File: src/wpms_defs.vh
// Constants for the wake, power mode and reset sequencer
// Summary of operation
// - Sleep or hibernate wakes on GPIO, comms or RTC timer event
// - Shutdown or shelf wakes only on wake input or pack voltage detect
// - Wake input pulled low leaves shutdown or shelf
// - Shutdown wake: regulators, MCU init, settings, measure, check, then FETs
// - Optional automatic return to shelf after programmed minutes
// - Exactly one of run, stop, standby active as a state machine
// - Run allows all; firmware may switch off flash, RAM, ROM
// - Stop halts CPU; flash, ROM may power off; RAM may retain
// - Standby asserts sleep to front end, stops fast clock, 32 kHz logic
// - Run for normal, stop for sleep, standby for hibernate/shutdown
// - Thermal alert resets MCU and disables core regulator until it falls
// - Thermal shutdown disables core and analog regulators in reset
// - After shutdown, analog regulator back below falling; sequence waits alert
// - IO regulator 3.3V unless OTP gives firmware choice via flash bit
// - External regulator selectable 2.5, 3.0, 3.3, 5.0 V
// - Pin triggers MCU or full reset; host reset needs firmware permission
// - MCU and watchdog resets keep diagnostics; front end reason cleared by POR/comms
// - Front end reset while supply low, release after stable reset time
// - Front end holds MCU reset for power-on reset duration
// - On release load trim, enable CPU, run ROM init, then flash
// - MCU reset from watchdog, CPU, security, or optional double error
// - CPU reset stays in MCU, no front end effect
// - Watchdog reset keeps reason register and user data
`ifndef WPMS_DEFS_VH
`define WPMS_DEFS_VH
`define WPMS_ADDR_CTRL 12'h000
`define WPMS_ADDR_MODE 12'h004
`define WPMS_ADDR_STATUS 12'h008
`define WPMS_ADDR_RESET 12'h00c
`define WPMS_ADDR_SHELF 12'h010
`define WPMS_ADDR_REASON 12'h014
`define WPMS_ADDR_USER 12'h018
`define WPMS_ADDR_REGSEL 12'h01c
`define WPMS_RST_TIME_US 100
`define WPMS_RST_POR_US 2000
`define WPMS_TRIM_CYC 16
`define WPMS_ROM_CYC 64
`define WPMS_STEP_CYC 32
`define WPMS_CLK_MHZ 40
`define WPMS_SLOW_DIV 1250
`define WPMS_MIN_TICKS 1920000
`define WPMS_REASON_POR 3'h1
`define WPMS_REASON_WDOG 3'h2
`define WPMS_REASON_CPU 3'h3
`define WPMS_REASON_SEC 3'h4
`define WPMS_REASON_DED 3'h5
`define WPMS_REASON_PIN 3'h6
`define WPMS_REASON_COMM 3'h7
`define WPMS_EXT_3V3 2'h2
`endif

File: src/wpms_top.v
// Wake, power mode and reset sequencer with APB register access
`timescale 1ns/100ps
`include "wpms_defs.vh"
module wpms_top #(
  parameter RST_CYC = (`WPMS_RST_TIME_US * `WPMS_CLK_MHZ),
  parameter POR_CYC = (`WPMS_RST_POR_US * `WPMS_CLK_MHZ),
  parameter SLOW_DIV = `WPMS_SLOW_DIV,
  parameter MIN_TICKS = `WPMS_MIN_TICKS
) (
  // Clock and reset
  input wire clk_sys,
  input wire rstn,
  // APB slave
  input wire psel,
  input wire penable,
  input wire pwrite,
  input wire [11:0] paddr,
  input wire [31:0] pwdata,
  output reg [31:0] prdata,
  output reg pready,
  output reg pslverr,
  // Asynchronous wake and status inputs
  input wire wake_input_n,
  input wire pack_above_startup,
  input wire gpio_irq,
  input wire comm_irq,
  input wire rtc_event,
  input wire supply_ok,
  input wire temp_alert_hi,
  input wire temp_alert_lo,
  input wire temp_sd_hi,
  input wire temp_sd_lo,
  input wire reset_pin,
  // Same-domain MCU events
  input wire wdog_reset,
  input wire cpu_reset,
  input wire security_reset,
  input wire double_error_detect,
  input wire otp_io_fw_ctrl,
  // Power and reset outputs
  output reg core_regulator_en,
  output reg analog_regulator_en,
  output reg io_regulator_1v8,
  output reg [1:0] external_regulator_sel,
  output reg fast_oscillator_en,
  output reg afe_sleep,
  output reg slow_clk_mode,
  output reg cpu_run,
  output reg flash_on,
  output reg rom_on,
  output reg ram_on,
  output reg ram_retain,
  output reg mcu_reset,
  output reg fet_enable,
  output reg [1:0] pmu_mode
);
  localparam ST_OFF = 3'h0;
  localparam ST_AFE_RST = 3'h1;
  localparam ST_POR_HOLD = 3'h2;
  localparam ST_TRIM = 3'h3;
  localparam ST_ROM = 3'h4;
  localparam ST_INIT = 3'h5;
  localparam ST_ACTIVE = 3'h6;
  localparam ST_ALERT = 3'h7;
  localparam PM_RUN = 2'h0;
  localparam PM_STOP = 2'h1;
  localparam PM_STBY = 2'h2;
  localparam SM_NORMAL = 3'h0;
  localparam SM_SLEEP = 3'h1;
  localparam SM_DEEP = 3'h2;
  localparam SM_HIBER = 3'h3;
  localparam SM_SHELF = 3'h4;
  localparam SM_SHUT = 3'h5;
  reg [1:0] rst_sync_r;
  wire rst_n = rst_sync_r[1];
  always @(posedge clk_sys or negedge rstn) begin
    if (!rstn) begin
      rst_sync_r <= 2'h0;
    end else begin
      rst_sync_r <= {rst_sync_r[0], 1'b1};
    end
  end
  // Three-stage synchronisers, change accepted when stages two and three agree
  localparam NSYNC = 11;
  wire [NSYNC-1:0] async_in = {reset_pin, temp_sd_lo, temp_sd_hi, temp_alert_lo,
    temp_alert_hi, supply_ok, rtc_event, comm_irq, gpio_irq, pack_above_startup,
    ~wake_input_n};
  reg [NSYNC-1:0] s1_r, s2_r, s3_r, sv_r;
  genvar gi;
  generate
    for (gi = 0; gi < NSYNC; gi = gi + 1) begin : g_sync
      always @(posedge clk_sys or negedge rst_n) begin
        if (!rst_n) begin
          s1_r[gi] <= 1'b0;
          s2_r[gi] <= 1'b0;
          s3_r[gi] <= 1'b0;
          sv_r[gi] <= 1'b0;
        end else begin
          s1_r[gi] <= async_in[gi];
          s2_r[gi] <= s1_r[gi];
          s3_r[gi] <= s2_r[gi];
          if (s2_r[gi] == s3_r[gi]) begin
            sv_r[gi] <= s3_r[gi];
          end
        end
      end
    end
  endgenerate
  wire wake_pin = sv_r[0];
  wire pack_det = sv_r[1];
  wire any_irq = sv_r[2] | sv_r[3] | sv_r[4];
  wire sup_ok = sv_r[5];
  wire t_alert_hi = sv_r[6];
  wire t_alert_lo = sv_r[7];
  wire t_sd_hi = sv_r[8];
  wire t_sd_lo = sv_r[9];
  wire pin_rst = sv_r[10];
  // Registers
  reg [2:0] seq_r;
  reg [2:0] sys_mode_r;
  reg [31:0] cnt_r;
  reg thermal_sd_r;
  reg [2:0] reason_r;
  reg [31:0] user_r;
  reg [7:0] fault_r;
  reg host_rst_allow_r, pin_full_por_r, ded_en_r, io_flash_1v8_r;
  reg fw_flash_off_r, fw_ram_off_r, fw_rom_off_r, stop_flash_off_r;
  reg shelf_auto_r, woke_shelf_r, comm_rst_r;
  reg [15:0] shelf_min_r, min_cnt_r;
  reg [31:0] tick_cnt_r;
  reg [10:0] div_r;
  reg host_rst_req, mode_wr, por_req;
  reg [2:0] mode_req;
  wire slow_tick = (div_r == 11'h0);
  function [1:0] pm_of;
    input [2:0] sm;
    begin
      case (sm)
        SM_NORMAL: pm_of = PM_RUN;
        SM_SLEEP, SM_DEEP: pm_of = PM_STOP;
        default: pm_of = PM_STBY;
      endcase
    end
  endfunction
  wire apb_wr = psel & penable & pwrite;
  wire apb_rd = psel & penable & ~pwrite;
  wire mcu_evt = wdog_reset | cpu_reset | security_reset | (double_error_detect & ded_en_r);
  wire cold_wake = wake_pin | pack_det;
  wire pm_sleepy = (sys_mode_r == SM_SHELF) || (sys_mode_r == SM_SHUT);

  always @(posedge clk_sys or negedge rst_n) begin
    if (!rst_n) begin
      div_r <= 11'h0;
    end else if (slow_tick) begin
      div_r <= SLOW_DIV[10:0] - 11'h1;
    end else begin
      div_r <= div_r - 11'h1;
    end
  end

  // Reset and power-up sequencer
  always @(posedge clk_sys or negedge rst_n) begin
    if (!rst_n) begin
      seq_r <= ST_OFF;
      cnt_r <= 32'h0;
      thermal_sd_r <= 1'b0;
      sys_mode_r <= SM_NORMAL;
      reason_r <= 3'h0;
      fault_r <= 8'h0;
      user_r <= 32'h0;
      woke_shelf_r <= 1'b0;
      comm_rst_r <= 1'b0;
      min_cnt_r <= 16'h0;
      tick_cnt_r <= 32'h0;
    end else begin
      if (apb_wr && paddr == `WPMS_ADDR_USER) begin
        user_r <= pwdata;
      end
      if (seq_r != ST_OFF && seq_r != ST_AFE_RST) begin
        cnt_r <= cnt_r + 32'h1;
      end
      if (t_sd_hi) begin
        thermal_sd_r <= 1'b1;
        seq_r <= ST_OFF;
      end else if (!sup_ok && seq_r != ST_OFF) begin
        seq_r <= ST_OFF;
      end else begin
        case (seq_r)
          ST_OFF: begin
            if (thermal_sd_r) begin
              if (!t_sd_lo && !t_alert_lo) begin
                thermal_sd_r <= 1'b0;
                seq_r <= ST_AFE_RST;
                cnt_r <= 32'h0;
              end
            end else if (sys_mode_r != SM_SHUT && sys_mode_r != SM_SHELF) begin
              seq_r <= ST_AFE_RST;
              cnt_r <= 32'h0;
            end else if (cold_wake) begin
              woke_shelf_r <= (sys_mode_r == SM_SHELF);
              min_cnt_r <= 16'h0;
              tick_cnt_r <= 32'h0;
              sys_mode_r <= SM_NORMAL;
              seq_r <= ST_AFE_RST;
              cnt_r <= 32'h0;
            end
          end
          ST_AFE_RST: begin
            if (sup_ok) begin
              cnt_r <= cnt_r + 32'h1;
              if (cnt_r >= RST_CYC - 1) begin
                seq_r <= ST_POR_HOLD;
                cnt_r <= 32'h0;
                reason_r <= comm_rst_r ? `WPMS_REASON_COMM : `WPMS_REASON_POR;
                comm_rst_r <= 1'b0;
                fault_r <= comm_rst_r ? fault_r : 8'h0;
                user_r <= comm_rst_r ? user_r : 32'h0;
              end
            end else begin
              cnt_r <= 32'h0;
            end
          end
          ST_POR_HOLD: if (cnt_r >= POR_CYC - 1) begin
            seq_r <= ST_TRIM;
            cnt_r <= 32'h0;
          end
          ST_TRIM: if (cnt_r >= `WPMS_TRIM_CYC - 1) begin
            seq_r <= ST_ROM;
            cnt_r <= 32'h0;
          end
          ST_ROM: if (cnt_r >= `WPMS_ROM_CYC - 1) begin
            seq_r <= ST_INIT;
            cnt_r <= 32'h0;
          end
          ST_INIT: if (cnt_r >= 4 * `WPMS_STEP_CYC - 1) begin
            seq_r <= ST_ACTIVE;
          end
          ST_ACTIVE: begin
            if (t_alert_hi) begin
              seq_r <= ST_ALERT;
            end else if ((pin_rst && pin_full_por_r) || host_rst_req) begin
              seq_r <= ST_AFE_RST;
              cnt_r <= 32'h0;
              comm_rst_r <= host_rst_req;
            end else if (pin_rst || mcu_evt) begin
              seq_r <= ST_TRIM;
              cnt_r <= 32'h0;
              reason_r <= wdog_reset ? `WPMS_REASON_WDOG :
                cpu_reset ? `WPMS_REASON_CPU :
                security_reset ? `WPMS_REASON_SEC :
                pin_rst ? `WPMS_REASON_PIN : `WPMS_REASON_DED;
              fault_r <= fault_r + 8'h1;
            end else if (por_req) begin
              seq_r <= ST_OFF;
              sys_mode_r <= mode_req;
            end else if (mode_wr) begin
              sys_mode_r <= mode_req;
            end else if ((sys_mode_r != SM_NORMAL) && any_irq) begin
              sys_mode_r <= SM_NORMAL;
            end
            if (shelf_auto_r && woke_shelf_r && seq_r == ST_ACTIVE) begin
              if (slow_tick) begin
                if (tick_cnt_r >= MIN_TICKS - 1) begin
                  tick_cnt_r <= 32'h0;
                  min_cnt_r <= min_cnt_r + 16'h1;
                end else begin
                  tick_cnt_r <= tick_cnt_r + 32'h1;
                end
              end
              if (min_cnt_r >= shelf_min_r) begin
                sys_mode_r <= SM_SHELF;
                seq_r <= ST_OFF;
                woke_shelf_r <= 1'b0;
                min_cnt_r <= 16'h0;
              end
            end
          end
          ST_ALERT: if (t_alert_lo == 1'b0) begin
            seq_r <= ST_TRIM;
            cnt_r <= 32'h0;
          end
          default: seq_r <= ST_OFF;
        endcase
      end
    end
  end

  // Register writes
  always @(posedge clk_sys or negedge rst_n) begin
    if (!rst_n) begin
      host_rst_allow_r <= 1'b0;
      pin_full_por_r <= 1'b0;
      ded_en_r <= 1'b0;
      io_flash_1v8_r <= 1'b0;
      fw_flash_off_r <= 1'b0;
      fw_ram_off_r <= 1'b0;
      fw_rom_off_r <= 1'b0;
      stop_flash_off_r <= 1'b1;
      shelf_auto_r <= 1'b0;
      shelf_min_r <= 16'h1;
      external_regulator_sel <= `WPMS_EXT_3V3;
      host_rst_req <= 1'b0;
      mode_wr <= 1'b0;
      por_req <= 1'b0;
      mode_req <= SM_NORMAL;
    end else begin
      host_rst_req <= 1'b0;
      mode_wr <= 1'b0;
      por_req <= 1'b0;
      if (apb_wr) begin
        case (paddr)
          `WPMS_ADDR_CTRL: begin
            host_rst_allow_r <= pwdata[0];
            pin_full_por_r <= pwdata[1];
            ded_en_r <= pwdata[2];
            fw_flash_off_r <= pwdata[3];
            fw_ram_off_r <= pwdata[4];
            fw_rom_off_r <= pwdata[5];
            stop_flash_off_r <= pwdata[6];
          end
          `WPMS_ADDR_MODE: begin
            mode_req <= (pwdata[2:0] > SM_SHUT) ? SM_NORMAL : pwdata[2:0];
            mode_wr <= 1'b1;
            por_req <= (pwdata[2:0] == SM_SHUT) || (pwdata[2:0] == SM_SHELF);
          end
          `WPMS_ADDR_RESET: host_rst_req <= pwdata[0] & host_rst_allow_r;
          `WPMS_ADDR_SHELF: begin
            shelf_auto_r <= pwdata[16];
            shelf_min_r <= pwdata[15:0];
          end
          `WPMS_ADDR_REGSEL: begin
            io_flash_1v8_r <= pwdata[2];
            external_regulator_sel <= pwdata[1:0];
          end
          default: ;
        endcase
      end
    end
  end

  // Outputs from the sequencer and power mode
  wire [1:0] pm = pm_of(sys_mode_r);
  wire up = (seq_r == ST_ACTIVE) || (seq_r == ST_INIT);
  always @(posedge clk_sys or negedge rst_n) begin
    if (!rst_n) begin
      core_regulator_en <= 1'b0;
      analog_regulator_en <= 1'b0;
      io_regulator_1v8 <= 1'b0;
      fast_oscillator_en <= 1'b0;
      afe_sleep <= 1'b0;
      slow_clk_mode <= 1'b0;
      cpu_run <= 1'b0;
      flash_on <= 1'b0;
      rom_on <= 1'b0;
      ram_on <= 1'b0;
      ram_retain <= 1'b0;
      mcu_reset <= 1'b1;
      fet_enable <= 1'b0;
      pmu_mode <= PM_RUN;
      prdata <= 32'h0;
      pready <= 1'b0;
      pslverr <= 1'b0;
    end else begin
      analog_regulator_en <= !t_sd_hi && !(thermal_sd_r && t_sd_lo) && (seq_r != ST_OFF || !pm_sleepy);
      core_regulator_en <= (seq_r != ST_OFF) && (seq_r != ST_AFE_RST) &&
        (seq_r != ST_ALERT) && !thermal_sd_r;
      mcu_reset <= !(seq_r == ST_ROM || up);
      io_regulator_1v8 <= otp_io_fw_ctrl & io_flash_1v8_r;
      pmu_mode <= pm;
      cpu_run <= up && pm == PM_RUN;
      afe_sleep <= pm == PM_STBY;
      slow_clk_mode <= pm == PM_STBY;
      fast_oscillator_en <= (seq_r != ST_OFF) && !(up && pm == PM_STBY);
      flash_on <= up && (pm == PM_RUN ? !fw_flash_off_r : pm == PM_STOP && !stop_flash_off_r);
      rom_on <= (seq_r == ST_ROM) || (up && (pm == PM_RUN ? !fw_rom_off_r :
        pm == PM_STOP && !stop_flash_off_r));
      ram_on <= up && pm == PM_RUN && !fw_ram_off_r;
      ram_retain <= (up && pm != PM_RUN) || pm == PM_STBY;
      fet_enable <= (seq_r == ST_ACTIVE) && !t_alert_hi;
      pready <= psel & ~penable;
      pslverr <= 1'b0;
      if (psel && !penable && !pwrite) begin
        case (paddr)
          `WPMS_ADDR_CTRL: prdata <= {25'h0, stop_flash_off_r, fw_rom_off_r, fw_ram_off_r,
            fw_flash_off_r, ded_en_r, pin_full_por_r, host_rst_allow_r};
          `WPMS_ADDR_MODE: prdata <= {29'h0, sys_mode_r};
          `WPMS_ADDR_STATUS: prdata <= {22'h0, thermal_sd_r, woke_shelf_r, pm, 1'b0,
            seq_r, cold_wake, any_irq};
          `WPMS_ADDR_SHELF: prdata <= {15'h0, shelf_auto_r, shelf_min_r};
          `WPMS_ADDR_REASON: prdata <= {21'h0, fault_r, reason_r};
          `WPMS_ADDR_USER: prdata <= user_r;
          `WPMS_ADDR_REGSEL: prdata <= {29'h0, io_flash_1v8_r, external_regulator_sel};
          default: prdata <= 32'h0;
        endcase
      end
    end
  end
endmodule // wpms_top

File: config.mk
export PLATFORM = sky130hd
export DESIGN_NAME = wpms_top
export DESIGN_NICKNAME = d
export VERILOG_FILES = /design/src/wpms_top.v
export VERILOG_INCLUDE_DIRS = /design/src
export SDC_FILE = /design/constraint.sdc
export NUM_CORES = 1
export LEC_CHECK = 0
export BUFFER_PORTS_ARGS = -buffer_cell sky130_fd_sc_hd__buf_2
export CAP_MARGIN = 40
export CORE_MARGIN = 2
export CORE_UTILIZATION = 50
export CTS_CLUSTER_SIZE = 14
export DETAILED_ROUTE_END_ITERATION = 6
export GPL_ROUTABILITY_DRIVEN = 0
export PLACE_DENSITY = 0.66
export SYNTH_ARGS = -nofsm -noshare
export SYNTH_HDL_FRONTEND = slang
export SYNTH_SLANG_ARGS = --single-unit
File: constraint.sdc
create_clock -name clk_sys -period 11.4 [get_ports clk_sys]
set_input_delay 0 -clock clk_sys [delete_from_list [all_inputs] [get_ports clk_sys]]
set_output_delay 0 -clock clk_sys [all_outputs]
set_load 0.01 [all_outputs]
# Yosys cells after proc, flatten, opt, wreduce, memory -nomap -nowiden
# Index checks and enable logic that the tools add are counted.
# word_totals
reg_bits	269
in_bits	65
output_inout_bits	51
wordCells	371
# op_classes
add_sub_neg	5
order_cmp	8
eq_ne	63
mux	117
n_bitwise	16
reduce_logical	75
# ops
operator	n
32-bit 2-to-1 mux	29
32-bit case mux with 7 select lines	2
3-bit 2-to-1 mux	39
16-bit 2-to-1 mux	7
32-bit by 1-bit adder with 32-bit output (second input constant)	2
32-bit case mux with 2 select lines	1
12-bit by 5-bit == test with 1-bit output (second input constant)	4
8-bit 2-to-1 mux	6
32-bit by 12-bit greater-or-equal comparator with 1-bit output (second input constant)	1
32-bit by 17-bit greater-or-equal comparator with 1-bit output (second input constant)	1
32-bit by 21-bit greater-or-equal comparator with 1-bit output (second input constant)	1
32-bit by 4-bit greater-or-equal comparator with 1-bit output (second input constant)	1
32-bit by 6-bit greater-or-equal comparator with 1-bit output (second input constant)	1
32-bit by 7-bit greater-or-equal comparator with 1-bit output (second input constant)	1
16-bit case mux with 2 select lines	1
4-bit != test (second input constant)	7
9-bit AND reduction	3
1-bit logical AND	25
12-bit by 4-bit == test with 1-bit output (second input constant)	2
3-bit == test (second input constant)	8
2-bit != test (second input constant)	12
3-bit case mux with 8 select lines	1
8-bit AND reduction	3
1-bit 2-to-1 mux	22
other kinds (38)	104

# Longest topological paths before layout
# Gate-level depths: netlist of the first run.
# depth
ltp_word	12
mapped_depth	11
depth_no_buf	9

# Worst setup path after synthesis of the first run
# No wires, ideal clock.
# synth_path
path_type	reg2reg
startpoint	register seq_r[1]
endpoint	register min_cnt_r[13]
setup_ns	0.078
t_arrival_ns	2.471
required_time_ns	11.322
slack_ns	8.851
path_stages_with_launch	9
path_buffers	1
synth_period_minus_slack_ns	2.549
cell_sequence	dfrtp_1 > or4b_4 > a221oi_4 > nand2_4 > a2111oi_4 > nor3_2 > buf_6 > or4_1 > a21oi_1
# synth_via
elab_chain_cells	4
word_cells_on_any_way	15
# synth_rtl
element	line_no	rtl
start, declared	wpms_top.v:119	reg [2:0] seq_r;
start signal, assigned	wpms_top.v:164	seq_r <= ST_OFF;
start signal, assigned	wpms_top.v:184	seq_r <= ST_OFF;
start signal, assigned	wpms_top.v:186	seq_r <= ST_OFF;
3-bit == test or 3-bit nonzero test (tied branches)	wpms_top.v:188, wpms_top.v:261, wpms_top.v:185	
1-bit logical AND (on tied branches)	wpms_top.v:261, wpms_top.v:185	
2-bit by 1-bit != test with 1-bit output (no source line) or 1-bit inverter (tied branches)	--	
9-bit AND reduction (no source line)	--	
end signal, assigned	wpms_top.v:265	min_cnt_r <= min_cnt_r + 16'h1;
end, declared	wpms_top.v:129	reg [15:0] shelf_min_r, min_cnt_r;
# Parallel ways exist; a longest one is shown, timed or not.
# A chain may end at the register's enable or synchronous reset.

# Worst setup path in the final report of the first run
# layout_path
startpoint	register seq_r[2]
endpoint	register cnt_r[8]
# layout_via
elab_chain_cells	9
word_cells_on_any_way	26
# layout_rtl
element	line_no	rtl
3-bit by 1-bit != test with 1-bit output or 3-bit nonzero test (tied branches)	wpms_top.v:179, wpms_top.v:185	
1-bit logical AND	wpms_top.v:179	if (seq_r != ST_OFF && seq_r != ST_AFE_RST) begin
32-bit 2-to-1 mux	wpms_top.v:179	
32-bit 2-to-1 mux (on tied branches)	wpms_top.v:245, wpms_top.v:199	
32-bit 2-to-1 mux (on tied branches)	wpms_top.v:241, wpms_top.v:196	
32-bit 2-to-1 mux (on tied branches)	wpms_top.v:239, wpms_top.v:190	
32-bit case mux with 7 select lines	wpms_top.v:188	case (seq_r)
32-bit 2-to-1 mux	wpms_top.v:185	end else if (!sup_ok && seq_r != ST_OFF) begin
32-bit 2-to-1 mux (*)	wpms_top.v:182	if (t_sd_hi) begin
end signal, assigned	wpms_top.v:180	cnt_r <= cnt_r + 32'h1;
end signal, assigned	wpms_top.v:210	cnt_r <= cnt_r + 32'h1;
end, declared	wpms_top.v:121	reg [31:0] cnt_r;
# Mark *: on every way between the ends. The rest lies on a longest branch, timed or not.

==> run metrics, run 1 <==
most common flop cell mapped by yosys dfrtp_1; total global routing track utilization 23.16%; leakage power figure 6.853 nW; most common cell after layout, fill and taps aside dfrtp_1; DR vias/cell 5.688; first-pass GRT wire length ~49000 um; startpoint of the worst hold path paddr[2]; Tcrit/Tclk final 30.11%; sequential cell area fraction in the yosys report 54.75%; RSZ-0062 raised after global routing no; DRC errors left 0; count of pins on the block boundary around 120; I/O Buffers between 100 and 150; Post-synth EDFFs 0; clock root buffer clkbuf_16; number of cells traversed by the worst hold path 4; initial antenna violation count 1; gr ovfl total 0; maximum number of pins on one net before global-route repair 158; worst ir drop on vdd between 0.0001 and 0.00015 V; mean cell area of the mapped netlist 9.927 um^2; Worst Setup Start Kind register; async set-or-reset flop fraction in the synthesized netlist 100.0%; routed length per placed instance ~17 um; required time of the critical path 11.81 ns; cells on worst reg2reg path 8; number of DRC markers after the initial detailed-route iteration 774; Area growth syn-to-layout 21.65%; max cap viols 0; synthesized netlist cell count around 1200; post-DP HPWL 20060 um; beginning of the worst register-to-register path seq_r[2]$_DFFE_PN0P_; clk sinks 268; H-tree lvl count 1; netlist area before placement roughly 12000 um^2; clock insertion delay at the later pin of the skew report between 0.5 and 0.6 ns; setup-violating endpoint count in the final report 0; post-synth net total 1321; Routed Antenna Nets 0; Worst Setup End Kind register; CTS-repair resized insts 0; Starting Density 50.71%; vias in the first global route 9563; reg-to-reg critical path endpoint cnt_r[8]$_DFF_PN0_; Max Transition Viols Final 0; CP arrival 3.84 ns; fillers between 1500 and 2000; floorplan core area around 24000 um^2; buffer depth of the longest clock path 3; final clock skew 0.01426 ns; floorplan die width between 150 and 200 um; Crit Path Max Fanout 20; clock tree from TritonCTS built; die area 25790 um^2; sum of negative setup slack 0 ns; run status finished, final reports clean; max_slew headroom a little over a third; via count of the routed design 9983; register-to-register path setup slack ~8 ns; Hold WS 0.01606 ns; min Tclk post-route 3.432 ns; kind of critical path register to register; maximum frequency from static timing analysis between 200 and 300 MHz; distinct cell type count of the synthesized netlist 70; register clock-pin slew on the reported worst setup and hold paths 0.06 ns; number of register bits inferred by synthesis between 200 and 300; Power Density 152.1 nW/um^2; first-pass detailed-route iteration total 5; share of layout cells above drive strength 1 15.73%; end of the worst hold path prdata[6]$_DFFE_PN0P_; top library cells by usage in the layout, fill and taps aside 263 x dfrtp_1, 181 x nand2_1, 114 x buf_2; die extent in y 160.6 um; Final Routed Wirelength 29910 um; row count between 50 and 60; hold violation count in the final report 0; Tightest Pin Transition 0.9518 ns; path type of the worst min-delay path input port to register; Syn. warnings 0; TritonCTS Buffers 30; Design Power roughly 2.3 mW; Final Net Count about 1500
[report_power, final]
part	internal [mW]	total, mW	leakage (nW)	switching, mW
registers	0.977	1.01	3.50	0.0351
logic	0.0755	0.199	2.80	0.124
clock network	0.671	1.06	0.559	0.386
total	1.72	2.27	6.85	0.545
[flip-flops by register name (all words and copies together) (netlist names), 3 cells and up]
name and cells:
mode_req 3, sys_mode_r 3, prdata 32, min_cnt_r 16, tick_cnt_r 32, reason_r 3, shelf_min_r 16, cnt_r 32
s1_r 11, fault_r 8, user_r 32, div_r 11, s2_r 11, sv_r 3, s3_r 11, seq_r 3
[routing by layer]
metal	vias to the layer above	wire length (um)	track usage, %
met4	0	638	6.020
met5	-	0	0
li1	4762	-	-
met2	317	13530	35.78
met1	4864	13730	34.18
met3	40	2015	3.951
[layout make-up]
| type | instances | area, um^2 | area share, % |
|---|---|---|---|
| Antenna cell | 1 | 2.502 | 0.01678 |
| Clock buffer | 43 | 920.9 | 6.175 |
| Clock inverter | 13 | 193.9 | 1.300 |
| Inverter | 37 | 138.9 | 0.9313 |
| Multi-Input combinational cell | 877 | 5214 | 34.96 |
| Sequential cell | 268 | 6715 | 45.03 |
| Tap cell | 324 | 405.4 | 2.718 |
| Timing Repair Buffer | 192 | 1323 | 8.868 |
[synthesized netlist by cell type (5+ instances only)]
master / number / area [um^2]
dfrtp_1: 264 / 6606
a21o_1: 7 / 52.55
and3_1: 23 / 143.9
or3_1: 11 / 68.82
ha_1: 21 / 262.8
and4_1: 8 / 70.07
nand3_1: 34 / 170.2
nand2b_1: 11 / 68.82
a311oi_1: 8 / 70.07
a222oi_1: 7 / 70.07
maj3_1: 12 / 120.1
a22o_1: 5 / 43.79
a22oi_1: 11 / 82.58
nor2b_1: 9 / 56.30
o31ai_1: 16 / 120.1
mux2_2: 14 / 157.7
nand2_1: 181 / 679.4
xnor2_1: 20 / 175.2
inv_1: 36 / 135.1
a21oi_1: 69 / 345.3
and2_1: 12 / 75.07
xor2_1: 20 / 175.2
o21ai_0: 90 / 450.4
nor2_1: 99 / 371.6
clkbuf_1: 43 / 161.4
nor4_1: 13 / 81.33
nand4_1: 17 / 106.4
a31oi_1: 20 / 125.1
or2_2: 5 / 31.28
a211oi_1: 14 / 105.1
or4_1: 8 / 60.06
nor3_1: 42 / 210.2
[worst max-delay path, cell delays in order (launching register included)]
cell,delay [ns]
dfrtp_1,0.60
nor2_1,0.53
buf_4,0.26
a21o_1,0.23
o221ai_1,0.20
nor3_2,0.51
buf_4,0.28
and2_1,0.53
nor3_1,0.13
[metrics by stage]
stage	setup WS (ns)	area [um^2]	instances	util, %
floorplan	3.385	12260	1235	-
global placement	7.794	13160	1634	54.44
detailed placement	8.011	13200	1638	54.58
CTS	8.012	14910	1754	61.67
global route	7.701	14910	1755	61.68
finish	7.968	14910	1755	61.68
[kinds of logic (layout without fill, tap and decap cells)]
group / after synthesis / after routing / synth area share (%)
muxes: 18 / 18 / 1.613
buffers and inverters: 90 / 285 / 2.929
DFF: 268 / 268 / 54.75
and+or+nand+nor: 492 / 492 / 19.30
adders and majority gates: 33 / 33 / 3.123
other: 2 / 3 / 0.06126
xor gates and xnor gates: 40 / 40 / 2.858
AOI/OAI and AO/OA: 292 / 292 / 15.37
[worst max-delay path by stage]
stage | to | slack (ns) | start | cells past startpoint
4_1_cts | cnt_r[8]$_DFF_PN0_ | 8.01 | seq_r[2]$_DFFE_PN0P_ | 8
6_report | cnt_r[8]$_DFF_PN0_ | 7.97 | seq_r[2]$_DFFE_PN0P_ | 8
2_1_floorplan | analog_regulator_en$_DFF_PN0_ | 3.39 | rst_sync_r[1]$_DFF_PN0_ | 0
3_5_place_dp | cnt_r[8]$_DFF_PN0_ | 8.01 | seq_r[2]$_DFFE_PN0P_ | 8
3_3_place_gp | cnt_r[8]$_DFF_PN0_ | 7.79 | seq_r[2]$_DFFE_PN0P_ | 6
5_1_grt | cnt_r[17]$_DFF_PN0_ | 7.70 | seq_r[2]$_DFFE_PN0P_ | 8
[repair_timing]
item | CTS | global route
hold buffers | 60 | 0
buffers inserted | 0 | 0
endpoints found under the setup margin | 0 | 0
endpoints found under the hold margin | 82 | 0
No activity file was read; power rests on OpenSTA's default activity.
==> run 2, diff against run 1 <==
--- a/config.mk
+++ b/config.mk
@@ -13,7 +13,7 @@
 export CTS_CLUSTER_SIZE = 14
 export DETAILED_ROUTE_END_ITERATION = 6
 export GPL_ROUTABILITY_DRIVEN = 0
-export PLACE_DENSITY = 0.66
+export PLACE_DENSITY = 0.69
 export SYNTH_ARGS = -nofsm -noshare
 export SYNTH_HDL_FRONTEND = slang
 export SYNTH_SLANG_ARGS = --single-unit
==> constraint.sdc (replaced) <==
create_clock -name clk_sys -period 2.9 [get_ports clk_sys]
set_input_delay 0 -clock clk_sys [delete_from_list [all_inputs] [get_ports clk_sys]]
set_output_delay 0 -clock clk_sys [all_outputs]
set_load 0.01 [all_outputs]
==> run metrics, run 2 (synthesized netlist as in run 1, its figures left out) <==
run status finished, final reports clean; min Tclk post-route 2.723 ns (-0.7092 ns); post-DP HPWL 20840 um (+3.9%); number of DRC markers after the initial detailed-route iteration 798 (+3.1%); Final Net Count 1517 (+1.7%); die extent in y 160.6 um (unchanged); first-pass detailed-route iteration total 5 (unchanged); startpoint of the worst hold path temp_sd_lo; Worst Setup End Kind register; DRC errors left 0 (unchanged); Final Routed Wirelength 29820 um (-0.30%); H-tree lvl count 1 (unchanged); reg-to-reg critical path endpoint reason_r[1]$_DFFE_PN0P_; Crit Path Max Fanout 19 (-5.0%); via count of the routed design 10020 (+0.33%); count of pins on the block boundary 116 (unchanged); final design instance area without fill 15050 um^2 (+0.92%); initial antenna violation count 2 (+1); clock insertion delay at the later pin of the skew report 0.55 ns (about the same); setup-violating endpoint count in the final report 0 (unchanged); I/O Buffers 114 (unchanged); register clock-pin slew on the reported worst setup and hold paths 0.06 ns (about the same); placed inst area 13430 um^2 (+1.8%); Hold WS 0.1016 ns (+0.08552 ns); number of placed cells counting well taps 1666 (+1.7%); top library cells by usage in the layout, fill and taps aside 263 x dfrtp_1, 181 x nand2_1, 114 x buf_2; Power Density 577.6 nW/um^2 (+280%); path type of the worst min-delay path input port to register; floorplan core area 24180 um^2 (unchanged); Max Transition Viols Final 0 (unchanged); most common cell after layout, fill and taps aside dfrtp_1; row count 57 (unchanged); maximum number of pins on one net before global-route repair 75 (-53%); gr ovfl total 0 (unchanged); clock tree from TritonCTS built; floorplan die width 160.6 um (unchanged); final clock skew 0.01867 ns (+0.004407 ns); Starting Density 50.71% (unchanged); clock root buffer clkbuf_16; Tcrit/Tclk final 93.90% (+64 points); routed length per placed instance 16.78 um (-1.5%); maximum frequency from static timing analysis 367.2 MHz (+26%); buffer depth of the longest clock path 3 (unchanged); CP arrival 3.16 ns (-0.68 ns); post-CTS setup-driven buffer insertion count 0 (unchanged); Routed Antenna Nets 0 (unchanged); worst ir drop on vdd 0.0004423 V (+240%); Worst Setup Start Kind register; Tightest Pin Transition 0.6796 ns (-0.2722 ns); end of the worst hold path s1_r[9]$_DFF_PN0_; Area growth syn-to-layout 22.77%; die area 25790 um^2 (unchanged); total global routing track utilization 23.44% (+0.28 points); sum of negative setup slack 0 ns (unchanged); cells on worst reg2reg path 8 (unchanged); required time of the critical path 3.34 ns (-8.47 ns); number of cells traversed by the worst hold path 2 (-2); clk sinks 268 (unchanged); max cap viols 0 (unchanged); max_slew headroom 54.53% (+18 points); Finished Layout Cells 1777 (+1.3%); vias in the first global route 9777 (+2.2%); hold violation count in the final report 0 (unchanged); TritonCTS Buffers 28 (-6.7%); DR vias/cell 5.636 (-0.91%); leakage power figure 6.930 nW (+1.1%); register-to-register path setup slack 0.18 ns (-7.79 ns); RSZ-0062 raised after global routing no; first-pass GRT wire length 49720 um (+1.3%); share of layout cells above drive strength 1 17.15% (+1.4 points); beginning of the worst register-to-register path seq_r[2]$_DFFE_PN0P_; kind of critical path register to register
run 2: changes by cell type in the layout (fill, tap and decap cells not counted), sizes merged:
cell / previous run / this run
buf: 132 / 160
clkbuf: 43 / 37
clkinvlp: 0 / 2
dlygate4sd3: 60 / 59
inv: 38 / 37
run 2: final cells by class:
| type | instances | area, um^2 |
|---|---|---|
| Inverter | 37 | 138.9 |
| Timing Repair Buffer | 219 | 1544 |
| Clock inverter | 14 | 207.7 |
| Sequential cell | 268 | 6715 |
| Antenna cell | 1 | 2.502 |
| Clock buffer | 37 | 805.8 |
| Tap cell | 324 | 405.4 |
| Fill cell | 1977 | 9126 |
| Multi-Input combinational cell | 877 | 5231 |
run 2: routing by layer:
metal / part of all wire, % / global-route usage (%)
met5: 0 / 0
met4: 2.5 / 7.494
met3: 6.1 / 4.210
met2: 46 / 37.38
met1: 45 / 32.87
run 2: worst max path at each step:
stage                                           from                             to  slack [ns]  cells past startpoint
final                           seq_r[2]$_DFFE_PN0P_        reason_r[1]$_DFFE_PN0P_        0.18                      8
after detailed placement        seq_r[2]$_DFFE_PN0P_        reason_r[2]$_DFFE_PN0P_        0.13                      9
after floorplan              rst_sync_r[1]$_DFF_PN0_  analog_regulator_en$_DFF_PN0_        0.22                      0
after global routing             cnt_r[19]$_DFF_PN0_             cnt_r[9]$_DFF_PN0_       0.008                      7
after CTS                 shelf_min_r[5]$_DFFE_PN0P_       min_cnt_r[8]$_DFFE_PN0P_        0.18                      9
after global placement      min_cnt_r[5]$_DFFE_PN0P_       min_cnt_r[8]$_DFFE_PN0P_        0.29                      8
run 2: worst max-delay path: stages, from the launching register on:
cell	delay [ns]
dfrtp_1	0.38
buf_4	0.21
nor2_1	0.29
buf_4	0.26
a21oi_1	0.12
a21oi_1	0.17
nor2b_1	0.25
a21boi_0	0.53
mux2_2	0.40
run 2: metrics by stage:
stage / total power [mW] / utilization [%] / worst slack [ns]
3_5_place_dp: 4.810 / 55.53 / 0.1314
6_report: 8.694 / 62.25 / 0.1770
4_1_cts: 8.751 / 62.17 / 0.1792
2_1_floorplan: 4.486 / - / 0.2189
3_3_place_gp: 4.786 / 55.53 / 0.2915
5_1_grt: 9.041 / 62.25 / 0.008098
run 2: timing repair:
item,CTS,global route
resized for setup,0,3
hold endpoints to repair,82,0
endpoints found under the setup margin,0,2
hold buffers,59,0
run 2: power breakdown:
group | leakage, nW | internal, mW | switching [mW]
clock | 0.496 | 2.39 | 1.48
sequential | 3.50 | 3.84 | 0.0890
combinational | 2.94 | 0.334 | 0.552
total | 6.93 | 6.57 | 2.13
